[config.mk]
export PLATFORM = sky130hd
export DESIGN_NAME = tmseq_core
export DESIGN_NICKNAME = d
export VERILOG_FILES = /design/src/tmseq_core.v
export VERILOG_INCLUDE_DIRS = /design/src
export SDC_FILE = /design/constraint.sdc
export NUM_CORES = 1
export LEC_CHECK = 0
export BUFFER_PORTS_ARGS = -buffer_cell sky130_fd_sc_hd__clkbuf_2
export CORE_ASPECT_RATIO = 0.6
export CORE_UTILIZATION = 30
export DETAILED_ROUTE_END_ITERATION = 8
export PLACE_DENSITY = 0.5
export REMOVE_ABC_BUFFERS = 1
export SLEW_MARGIN = 25
export SYNTH_ARGS = -nofsm -noshare
export SYNTH_HDL_FRONTEND = slang
export SYNTH_SLANG_ARGS = --single-unit
[constraint.sdc]
create_clock -name sys_clk -period 4.6 [get_ports sys_clk]
set_clock_uncertainty 0.05 [all_clocks]
set_input_delay 0.92 -clock sys_clk [delete_from_list [all_inputs] [get_ports sys_clk]]
set_output_delay 0.92 -clock sys_clk [all_outputs]
set_load 0.02 [all_outputs]
[src/tmseq_defs.vh]
// register offsets, field positions, reset values and timing for the temperature sequencer
`ifndef TMSEQ_DEFS_VH
`define TMSEQ_DEFS_VH
// ============================================================
// register indices (byte address is four times the index)
`define TMSEQ_IDX_REF22_HIGH   16'h230A
`define TMSEQ_IDX_REF22_LOW    16'h230B
`define TMSEQ_IDX_RESULT_HIGH  16'h2881
`define TMSEQ_IDX_RESULT_LOW   16'h2882
`define TMSEQ_IDX_CONTROL      16'h28A0
`define TMSEQ_IDX_TRIGGER      16'h28B4
`define TMSEQ_IDX_IRQ_STATUS   16'h28C0
`define TMSEQ_IDX_IRQ_MASK     16'h28C1
// ============================================================
// temp_control fields
`define TMSEQ_CTL_PER_MSB      2
`define TMSEQ_CTL_PER_LSB      0
`define TMSEQ_CTL_BUSY         3
`define TMSEQ_CTL_BAT          4
`define TMSEQ_CTL_PWR          6
`define TMSEQ_CTL_RSVD         7
`define TMSEQ_CTL_RESET        8'h00
`define TMSEQ_CTL_WMASK        8'h77
// oneshot_trigger_byte field
`define TMSEQ_TRG_START        6
// interrupt status bits
`define TMSEQ_IRQ_DONE         0
`define TMSEQ_IRQ_REJECT       1
`define TMSEQ_IRQ_WIDTH        2
// ============================================================
// timing
`define TMSEQ_CLK_HZ           10000000
`define TMSEQ_COMMIT_US        6000
`define TMSEQ_COMMIT_CYCLES    ((`TMSEQ_COMMIT_US * (`TMSEQ_CLK_HZ / 1000000)))
`define TMSEQ_SECOND_CYCLES    `TMSEQ_CLK_HZ
`endif

[src/tmseq_core.v]
// temperature measurement sequencer with classic wishbone register slave
`include "tmseq_defs.vh"
module tmseq_core #(
  parameter        ADR_W         = 18,
  parameter [10:0] REF22_VALUE   = 11'h000,
  parameter        COMMIT_CYCLES = `TMSEQ_COMMIT_CYCLES,
  parameter        SECOND_CYCLES = `TMSEQ_SECOND_CYCLES
) (
  input  wire              sys_clk,
  input  wire              sys_rst,
  input  wire              wb_cyc_i,
  input  wire              wb_stb_i,
  input  wire              wb_we_i,
  input  wire [ADR_W-1:0]  wb_adr_i,
  input  wire [3:0]        wb_sel_i,
  input  wire [31:0]       wb_dat_i,
  output reg  [31:0]       wb_dat_o,
  output reg               wb_ack_o,
  input  wire              sleep_mode,
  output reg               conv_start,
  input  wire              conv_done,
  input  wire [10:0]       conv_result,
  output wire              battery_measure_en,
  output wire              sensor_power_sel,
  output wire              irq
);

  // ============================================================
  // state machine codes
  localparam [2:0] ST_IDLE = 3'b001;
  localparam [2:0] ST_CONV = 3'b010;
  localparam [2:0] ST_DONE = 3'b100;
  reg        [2:0] state;
  reg        [2:0] next_state;

  // ============================================================
  // synchronisers for inputs from the analog side
  reg        sleep_meta;
  reg        sleep_sync;
  reg        done_meta;
  reg        done_sync;
  reg        done_prev;
  always @(posedge sys_clk or posedge sys_rst) begin
    if (sys_rst) begin
      sleep_meta <= 1'b0;
      sleep_sync <= 1'b0;
      done_meta  <= 1'b0;
      done_sync  <= 1'b0;
      done_prev  <= 1'b0;
    end else begin
      sleep_meta <= sleep_mode;
      sleep_sync <= sleep_meta;
      done_meta  <= conv_done;
      done_sync  <= done_meta;
      done_prev  <= done_sync;
    end
  end
  wire done_rise = done_sync & ~done_prev;

  // converter result passes two flops before the capture register reads it
  reg [10:0] res_meta;
  reg [10:0] res_sync;
  always @(posedge sys_clk or posedge sys_rst) begin
    if (sys_rst) begin
      res_meta <= 11'h000;
      res_sync <= 11'h000;
    end else begin
      res_meta <= conv_result;
      res_sync <= res_meta;
    end
  end

  // ============================================================
  // bus decode
  function hit;
    input [ADR_W-1:0] adr;
    input [15:0]      idx;
    begin
      hit = (adr[ADR_W-1:2] == idx[ADR_W-3:0]) && (adr[1:0] == 2'b00);
    end
  endfunction

  wire bus_req  = wb_cyc_i & wb_stb_i & ~wb_ack_o;
  wire wr_lane0 = bus_req & wb_we_i & wb_sel_i[0];
  wire wr_ctl   = wr_lane0 & hit(wb_adr_i, `TMSEQ_IDX_CONTROL);
  wire wr_trg   = wr_lane0 & hit(wb_adr_i, `TMSEQ_IDX_TRIGGER);
  wire wr_ists  = wr_lane0 & hit(wb_adr_i, `TMSEQ_IDX_IRQ_STATUS);
  wire wr_imsk  = wr_lane0 & hit(wb_adr_i, `TMSEQ_IDX_IRQ_MASK);

  // ============================================================
  // control byte with commit delay
  reg [7:0]  ctl;
  reg [7:0]  ctl_pend;
  reg        busy;
  reg [31:0] commit_cnt;
  wire       ctl_accept = wr_ctl & ~busy;
  wire       ctl_reject = wr_ctl & busy;
  wire       commit_now = busy & (commit_cnt == 32'h00000000);

  // reserved and busy bits are not stored
  always @(posedge sys_clk or posedge sys_rst) begin
    if (sys_rst) begin
      ctl_pend <= `TMSEQ_CTL_RESET;
    end else if (ctl_accept) begin
      ctl_pend <= wb_dat_i[7:0] & `TMSEQ_CTL_WMASK;
    end
  end

  always @(posedge sys_clk or posedge sys_rst) begin
    if (sys_rst) begin
      busy <= 1'b0;
    end else if (ctl_accept) begin
      busy <= 1'b1;
    end else if (commit_now) begin
      busy <= 1'b0;
    end
  end

  always @(posedge sys_clk or posedge sys_rst) begin
    if (sys_rst) begin
      commit_cnt <= 32'h00000000;
    end else if (ctl_accept) begin
      commit_cnt <= COMMIT_CYCLES - 1;
    end else if (busy && commit_cnt != 32'h00000000) begin
      commit_cnt <= commit_cnt - 32'h00000001;
    end
  end

  always @(posedge sys_clk or posedge sys_rst) begin
    if (sys_rst) begin
      ctl <= `TMSEQ_CTL_RESET;
    end else if (commit_now) begin
      ctl <= ctl_pend;
    end
  end

  wire [2:0] period = ctl[`TMSEQ_CTL_PER_MSB:`TMSEQ_CTL_PER_LSB];
  assign battery_measure_en = ctl[`TMSEQ_CTL_BAT];
  // supply choice is registered so the pin cannot glitch
  reg        pwr_q;
  always @(posedge sys_clk or posedge sys_rst) begin
    if (sys_rst) begin
      pwr_q <= 1'b0;
    end else begin
      pwr_q <= ctl[`TMSEQ_CTL_PWR] & ~sleep_sync;
    end
  end
  assign sensor_power_sel = pwr_q;

  // ============================================================
  // seconds timebase and period counter
  // seconds between automatic starts for periods 1 to 6
  function [9:0] period_len;
    input [2:0] per;
    reg   [3:0] shift;
    begin
      shift      = {1'b0, per} + 4'h3;
      period_len = 10'h001 << shift;
    end
  endfunction

  reg [31:0] sec_cnt;
  reg [9:0]  per_sec;
  wire       sec_tick = (sec_cnt == SECOND_CYCLES - 1);
  wire [9:0] per_len  = period_len(period);
  reg        per_due;
  always @(posedge sys_clk or posedge sys_rst) begin
    if (sys_rst) begin
      sec_cnt <= 32'h00000000;
    end else begin
      sec_cnt <= sec_tick ? 32'h00000000 : sec_cnt + 32'h00000001;
    end
  end

  always @(posedge sys_clk or posedge sys_rst) begin
    if (sys_rst) begin
      per_sec <= 10'h000;
      per_due <= 1'b0;
    end else begin
      if (period == 3'h0 || period == 3'h7) begin
        per_sec <= 10'h000;
        per_due <= 1'b0;
      end else if (state == ST_IDLE && per_due) begin
        per_due <= 1'b0;
      end else if (sec_tick) begin
        if (per_sec >= per_len - 10'h001) begin
          per_sec <= 10'h000;
          per_due <= 1'b1;
        end else begin
          per_sec <= per_sec + 10'h001;
        end
      end
    end
  end

  // ============================================================
  // measurement sequencer
  reg        trig;
  reg        oneshot;
  reg [10:0] result;
  // no sleep gating on automatic starts
  wire auto_go = (period == 3'h7) | per_due;
  wire shot_go = (period == 3'h0) & trig & ~sleep_sync;

  always @* begin
    next_state = state;
    case (state)
      ST_IDLE: if (auto_go | shot_go) next_state = ST_CONV;
      ST_CONV: if (done_rise) next_state = ST_DONE;
      ST_DONE: next_state = ST_IDLE;
      default: next_state = ST_IDLE;
    endcase
  end

  wire leave_idle = (state == ST_IDLE) && (next_state == ST_CONV);

  always @(posedge sys_clk or posedge sys_rst) begin
    if (sys_rst) begin
      state <= ST_IDLE;
    end else begin
      state <= next_state;
    end
  end

  always @(posedge sys_clk or posedge sys_rst) begin
    if (sys_rst) begin
      conv_start <= 1'b0;
    end else begin
      conv_start <= leave_idle;
    end
  end

  always @(posedge sys_clk or posedge sys_rst) begin
    if (sys_rst) begin
      oneshot <= 1'b0;
    end else if (leave_idle) begin
      oneshot <= shot_go & ~auto_go;
    end
  end

  always @(posedge sys_clk or posedge sys_rst) begin
    if (sys_rst) begin
      result <= 11'h000;
    end else if (state == ST_CONV && done_rise) begin
      result <= res_sync;
    end
  end

  // trigger bit; a software set wins over the hardware clear
  wire shot_end = (state == ST_DONE) & oneshot;
  always @(posedge sys_clk or posedge sys_rst) begin
    if (sys_rst) begin
      trig <= 1'b0;
    end else if (wr_trg && wb_dat_i[`TMSEQ_TRG_START] && !sleep_sync) begin
      trig <= 1'b1;
    end else if (shot_end) begin
      trig <= 1'b0;
    end
  end

  // ============================================================
  // interrupts: done and rejected write, write one to clear
  reg [`TMSEQ_IRQ_WIDTH-1:0] ists;
  reg [`TMSEQ_IRQ_WIDTH-1:0] imsk;
  wire [`TMSEQ_IRQ_WIDTH-1:0] ev = {ctl_reject, state == ST_DONE};
  always @(posedge sys_clk or posedge sys_rst) begin
    if (sys_rst) begin
      ists <= {`TMSEQ_IRQ_WIDTH{1'b0}};
    end else begin
      ists <= (ists & ~(wr_ists ? wb_dat_i[`TMSEQ_IRQ_WIDTH-1:0] : 2'b00)) | ev;
    end
  end

  always @(posedge sys_clk or posedge sys_rst) begin
    if (sys_rst) begin
      imsk <= {`TMSEQ_IRQ_WIDTH{1'b0}};
    end else if (wr_imsk) begin
      imsk <= wb_dat_i[`TMSEQ_IRQ_WIDTH-1:0];
    end
  end

  reg irq_q;
  always @(posedge sys_clk or posedge sys_rst) begin
    if (sys_rst) begin
      irq_q <= 1'b0;
    end else begin
      irq_q <= |(ists & imsk);
    end
  end
  assign irq = irq_q;

  // ============================================================
  // read mux and acknowledge
  reg [7:0] rd;
  always @* begin
    rd = 8'h00;
    if (hit(wb_adr_i, `TMSEQ_IDX_REF22_HIGH))
      rd = {5'h00, REF22_VALUE[10:8]};
    else if (hit(wb_adr_i, `TMSEQ_IDX_REF22_LOW))
      rd = REF22_VALUE[7:0];
    else if (hit(wb_adr_i, `TMSEQ_IDX_RESULT_HIGH))
      rd = result[10:3];
    else if (hit(wb_adr_i, `TMSEQ_IDX_RESULT_LOW))
      rd = {result[2:0], 5'h00};
    else if (hit(wb_adr_i, `TMSEQ_IDX_CONTROL))
      rd = {ctl[7:4], busy, ctl[2:0]};
    else if (hit(wb_adr_i, `TMSEQ_IDX_TRIGGER))
      rd = {1'b0, trig, 6'h00};
    else if (hit(wb_adr_i, `TMSEQ_IDX_IRQ_STATUS))
      rd = {6'h00, ists};
    else if (hit(wb_adr_i, `TMSEQ_IDX_IRQ_MASK))
      rd = {6'h00, imsk};
  end

  always @(posedge sys_clk or posedge sys_rst) begin
    if (sys_rst) begin
      wb_ack_o <= 1'b0;
    end else begin
      wb_ack_o <= bus_req;
    end
  end

  always @(posedge sys_clk or posedge sys_rst) begin
    if (sys_rst) begin
      wb_dat_o <= 32'h00000000;
    end else begin
      wb_dat_o <= bus_req ? {24'h000000, rd} : 32'h00000000;
    end
  end

endmodule

# Yosys cells after proc, flatten, opt, wreduce, memory -nomap -nowiden

Cells that the tools add are included.

$add $sub $neg: 5
Magnitude comparators: 1
Equal/unequal tests: 15
Shifts and indexed selects: 1
Muxes and demuxes: 28
Bitwise logic cells: 28
Reductions and logical operators: 29

Operators by type and width:

| kind                                                   | number |
|---|---|
| equality test 16 x 14 -> 1 bit (second input constant) | 8 |
| 2-to-1 mux 32 bit                                      | 3 |
| 2-to-1 mux 10 bit                                      | 4 |
| 2-to-1 mux 8 bit                                       | 5 |
| adder 32 x 1 -> 32 bit (second input constant)         | 1 |
| equality test 32 x 24 -> 1 bit (second input constant) | 1 |
| logical NOT 32 bit                                     | 1 |
| nonzero test 32 bit                                    | 1 |
| subtractor 32 x 1 -> 32 bit (second input constant)    | 1 |
| bitwise AND 1 bit                                      | 17 |
| logical AND 1 bit                                      | 14 |
| 2-to-1 mux 7 bit                                       | 2 |
| adder 10 x 1 -> 10 bit (second input constant)         | 1 |
| >= comparator 10 bit                                   | 1 |
| << shifter 1 x 4 -> 10 bit (first input constant)      | 1 |
| subtractor 10 x 1 -> 10 bit (second input constant)    | 1 |
| 2-to-1 mux 1 bit                                       | 8 |
| nonzero test 2 bit                                     | 4 |
| equality test 3 x 2 -> 1 bit (second input constant)   | 2 |
| equality test 3 bit (second input constant)            | 2 |
| 2-to-1 mux 2 bit                                       | 3 |
| 2-to-1 mux 3 bit                                       | 2 |
| one-hot mux 3 bit (2 select lines)                     | 1 |
| nonzero test 3 bit                                     | 2 |
| other kinds (14)                                       | 21 |

Register bits: 147
Input bits: 72
Output and inout bits: 37
Word-level logic and storage cells: 132

# Depth between registers and ports, before layout

Word-level depth: 11
Depth in mapped cells: 18
Depth with buffers taken out: 15

# Worst setup path after synthesis

No wires, ideal clock.

Path kind: register to register
Start: reg ctl[1]
End: reg per_sec[6]
Arrival time: 3.775 ns
Required time: 4.440 ns
Path slack: 0.665 ns
Stages on the path, launching flop included: 18
Path buffers: 3
Clock period less this slack: 3.935 ns
Path through: dfrtp_1 > clkbuf_1 > or2_2 > inv_1 > ha_1 > a21oi_1 > nand2_1 > ha_1 > clkbuf_1 > nand3_1 > o21ai_0 > a311o_1 > ha_1 > a22o_1 > o41ai_1 > clkbuf_1 > nand3_1 > o41ai_1

Longest elaborated chain between the ends: 8

Ends and longest elaborated chain:

| what                        | RTL line         | RTL |
|---|---|---|
| start, declared             | tmseq_core.v:92  | `reg [7:0] ctl;` |
| start signal, assigned      | tmseq_core.v:131 | `` ctl <= `TMSEQ_CTL_RESET; `` |
| start signal, assigned      | tmseq_core.v:133 | `ctl <= ctl_pend;` |
| adder 3 x 2 -> 4 bit        | tmseq_core.v:157 | `shift = {1'b0, per} + 4'h3;` |
| << shifter 1 x 4 -> 10 bit  | tmseq_core.v:158 | `period_len = 10'h001 << shift;` |
| subtractor 10 x 1 -> 10 bit | tmseq_core.v:186 | `if (per_sec >= per_len - 10'h001) begin` |
| >= comparator 10 bit        | tmseq_core.v:186 |  |
| 2-to-1 mux 10 bit           | tmseq_core.v:186 |  |
| 2-to-1 mux 10 bit           | tmseq_core.v:185 | `end else if (sec_tick) begin` |
| 2-to-1 mux 10 bit           | tmseq_core.v:183 | `end else if (state == ST_IDLE && per_due) begin` |
| 2-to-1 mux 10 bit           | tmseq_core.v:180 | `if (period == 3'h0 \|\| period == 3'h7) begin` |
| end signal, assigned        | tmseq_core.v:190 | `per_sec <= per_sec + 10'h001;` |
| end, declared               | tmseq_core.v:163 | `reg [9:0] per_sec;` |

Parallel ways exist; a longest one is shown, timed or not. The select of a mux whose other input is x is not followed.
A chain may end at the register's enable or synchronous reset.

# Worst setup path after layout

Start: reg ctl[1]
End: reg per_due

Longest elaborated chain between the ends: 6

Ends and longest elaborated chain:

| what                                 | RTL line         | RTL |
|---|---|---|
| adder 3 x 2 -> 4 bit                 | tmseq_core.v:157 |  |
| << shifter 1 x 4 -> 10 bit           | tmseq_core.v:158 |  |
| subtractor 10 x 1 -> 10 bit          | tmseq_core.v:186 |  |
| >= comparator 10 bit                 | tmseq_core.v:186 |  |
| nonzero test 3 bit (no source line)  | --               |  |
| AND reduction 2 bit (no source line) | --               |  |
| end signal, assigned                 | tmseq_core.v:182 | `per_due <= 1'b0;` |
| end signal, assigned                 | tmseq_core.v:184 | `per_due <= 1'b0;` |
| end signal, assigned                 | tmseq_core.v:188 | `per_due <= 1'b1;` |
| end, declared                        | tmseq_core.v:166 | `reg per_due;` |

Parallel ways exist; a longest one is shown, timed or not.

==> metrics.cfg <==
[placement]
port_buffers = 55
post_dp_cell_area_mm2 = 0.00782
gp_congestion = 0.786
hpwl_um = 12000
dp_cells = 1079

[clock_tree]
cts-buffers-inserted = 17
htree_levels = 4
clkSlewWorstSetupHoldPaths_ps = 70
tritoncts = done
cts_buffer_depth = 2
clock_sinks = 147
cts_setup_buffers = 0
clockRootBuffer = clkbuf_16
clk_latency_ps = 440
cts.repair.resized = 0
hold_buffers = 0

[floorplanning]
start_util_pct = 31.1
dieArea_mm2 = 0.0250
die_h_um = 123
core_mm2 = 0.0235
rows = 43
pin_count = 109
die_w_um = 204

[finish]
n_fill_cell = 2360
diodes = 0
post-route-cell-area_mm2 = 0.00840
finalNetCount = 870
syn2layout_area_growth_pct = 14.8
final_cells = 1111
drive_gt1_share_pct = 16.8

[hold_path]
hold_class = reg -> reg
worstHoldStart = res_meta[4]

[synthesis]
synth_top_family_by_area = simple AND/OR/NAND/NOR gates
synth_ff_type = dfrtp_1
ys_async_sr_fraction_pct = 100
yosys.area.top_type = dfrtp_1
synth_common_cells = dfrtp_1 (146), nand2_1 (89), nor2_1 (55), nand3_1 (28)
yosysTopAreaCellShare_pct = 49.9
yosysUniqueCellTypes = 74
ys_ff_latch = 147
synth_fa_ha_area_share_pct = 2.57
synth_mux_area_share_pct = 2.36
synth_enable_flop_cells = 0
synth_compound_area_share_pct = 10.3
synthSimpleGateAreaFrac_pct = 25.1
synth_seq_area_share_pct = 50.3
synthXorXnorAreaFrac_pct = 3.47
synth_most_common_cell = dfrtp_1
synth_warnings = 0
synth.avg_cell_area_um2 = 10.0
synth_area_leaders = dfrtp_1 (50%), nand2_1 (4.6%), nor2_1 (2.8%)
syn_inst = 729
netlist_area_mm2 = 0.00731

[power_and_ir_drop]
p_sw_uw = 687
seq_power_share_pct = 48.0
pwr-share-comb_pct = 2.8
switching_share_pct = 25.2
power.share.clock_pct = 49.2
internal-power_mw = 2.04
p_leak_nw = 3.64
powerDensity_mw_per_mm2 = 325
ir_worst_vdd_v = 0.000231

[critical_path]
reg2reg_slack_ps = 430
worstPathRequired_ps = 4920
crit_chain = or2_2, inv_1, ha_1, a21oi_1, nand2_1, ha_1, nand3_1, o21ai_0, a311o_1, ha_1, o21ai_0, a221oi_1, o41ai_1, buf_4, a2111oi_0, a31o_2
r2r-start = ctl[1]
worstSetupStartpointType = register
rr_endpoint = per_due
critical_path.max_fanout = 12
path_common_cell = ha_1
cp-endpoint = per_due
worstSetupStartpoint = ctl[1]
crit_type = reg -> reg
crit_path_max_incr_delay_ps = 470
cp.arrival_ps = 4490
r2r_cells = 16
cp_slowest_cell = a2111oi_0
endpoint_kind = register

[timing]
worstMarginPinSlew_ps = 1100
hold_viol = 0
relSlewSlack_pct = 26.0
max_freq_ghz = 0.240
setup_viol_count_final = 0
post-route-period-util_pct = 90.7
fin_crit_ps = 4170
drv_slew = 0
rsz0062_at_grt = no

[route]
initialDrtViolationCount = 398
totalWireLength_um = 17000
antenna_left = 0
vias_per_cell = 4.99
via_count = 5547
dr.pass1.iters = 5
wl_per_cell_um = 15.3
drc = 0

[status]
status = complete, no violations

[global_routing]
grt_use_total_pct = 14.4
grt_max_degree = 91
grt_pass1_wl_um = 28000
antenna_found_initial = 0
overflow = 0
grt_pass1_vias = 5072

[job]
drv_cap = 0

cells in the final DEF, fill, tap and decap left out, types with 5 or more instances in the layout:
cell type / instances
dfrtp_1: 146
nand2_1: 89
nor2_1: 55
clkbuf_2: 55
nand3_1: 28
inv_1: 24
conb_1: 24
nand4_1: 23
a21oi_1: 21
xor2_1: 19
or4_1: 17
clkbuf_16: 17
nor3_1: 15
ha_1: 15
o21ai_0: 14
and3_1: 14
nor4_1: 12
o31ai_1: 11
and2_1: 11
or3_1: 10
mux2_2: 10
xnor2_1: 10
buf_4: 9
a31oi_1: 8
o22ai_1: 8
nor4b_1: 7
mux2i_1: 6
and4_1: 6
o41ai_1: 6
inv_6: 6
a21o_1: 5
or2_2: 5
nand2b_1: 5
a22o_1: 5
critical path, delay by kind of cell, from the launching register on:
family          cells  cell delay (ps)
compound gates      8             1870
buf+inv             2              290
simple gates        3              600
fa+ha+maj           3              930
flops               1              370
power by group through the flow:
| stage | Combinational (mW) | Sequential, mW | Clock [mW] |
|---|---|---|---|
| floorplan | 0.0433 | 1.33 | 0 |
| detailed placement | 0.0787 | 1.33 | 0 |
| CTS | 0.0789 | 1.31 | 1.37 |
| global route | 0.0881 | 1.31 | 1.43 |
| global placement | 0.0785 | 1.33 | 0 |
| finish | 0.0766 | 1.31 | 1.34 |
flip-flops by register name, indices dropped and copies added, names as in the netlist, 2 cells and up:
signal	count
imsk	2
ctl_pend	6
wb_dat_o	8
res_meta	11
res_sync	11
ctl	6
result	11
ists	2
state	3
sec_cnt	32
per_sec	10
commit_cnt	32
how the worst min path moves through the flow:
stage,endpoint,slack [ps],cells past startpoint
finish,res_sync[4],300,0
global route,res_sync[3],310,0
CTS,res_sync[4],300,0
detailed placement,res_sync[4],280,0
global placement,res_sync[10],280,0
floorplan,done_sync,280,0
metal layers:
layer | up-vias | global-route usage, % | share of wire (%)
li1 | 2719 | - | -
met1 | 2702 | 23.1 | 56
met2 | 108 | 18.1 | 39
met3 | 18 | 3.29 | 4.0
met4 | 0 | 4.93 | 1.3
met5 | - | 0 | 0
metrics by stage:
step	hold WS (ps)	util (%)	setup slack (ps)	power (mW)	TNS, ps
global placement	283	33.3	613	1.41	0
floorplan	281	-	-320	1.38	-46670
detailed placement	285	33.3	463	1.41	0
CTS	301	35.7	421	2.76	0
finish	299	35.7	429	2.72	0
global route	307	35.7	142	2.83	0
logic make-up after synthesis:
kind of cell / after synthesis
fa+ha+maj: 15
mux: 16
simple gates: 335
buf+inv: 77
xor+xnor: 29
flops: 147
compound gates: 109
other cells: 1
cell type report:
| class | instances | area (µm²) | area share (%) |
|---|---|---|---|
| Clock buffer | 17 | 425 | 5.07 |
| Clock inverter | 15 | 143 | 1.70 |
| Inverter | 25 | 98.8 | 1.18 |
| Multi-Input combinational cell | 528 | 3310 | 39.4 |
| Sequential cell | 147 | 3680 | 43.8 |
| Tap cell | 315 | 394 | 4.69 |
| Timing Repair Buffer | 64 | 343 | 4.08 |
Note: power is estimated with default switching activity, not from simulation.
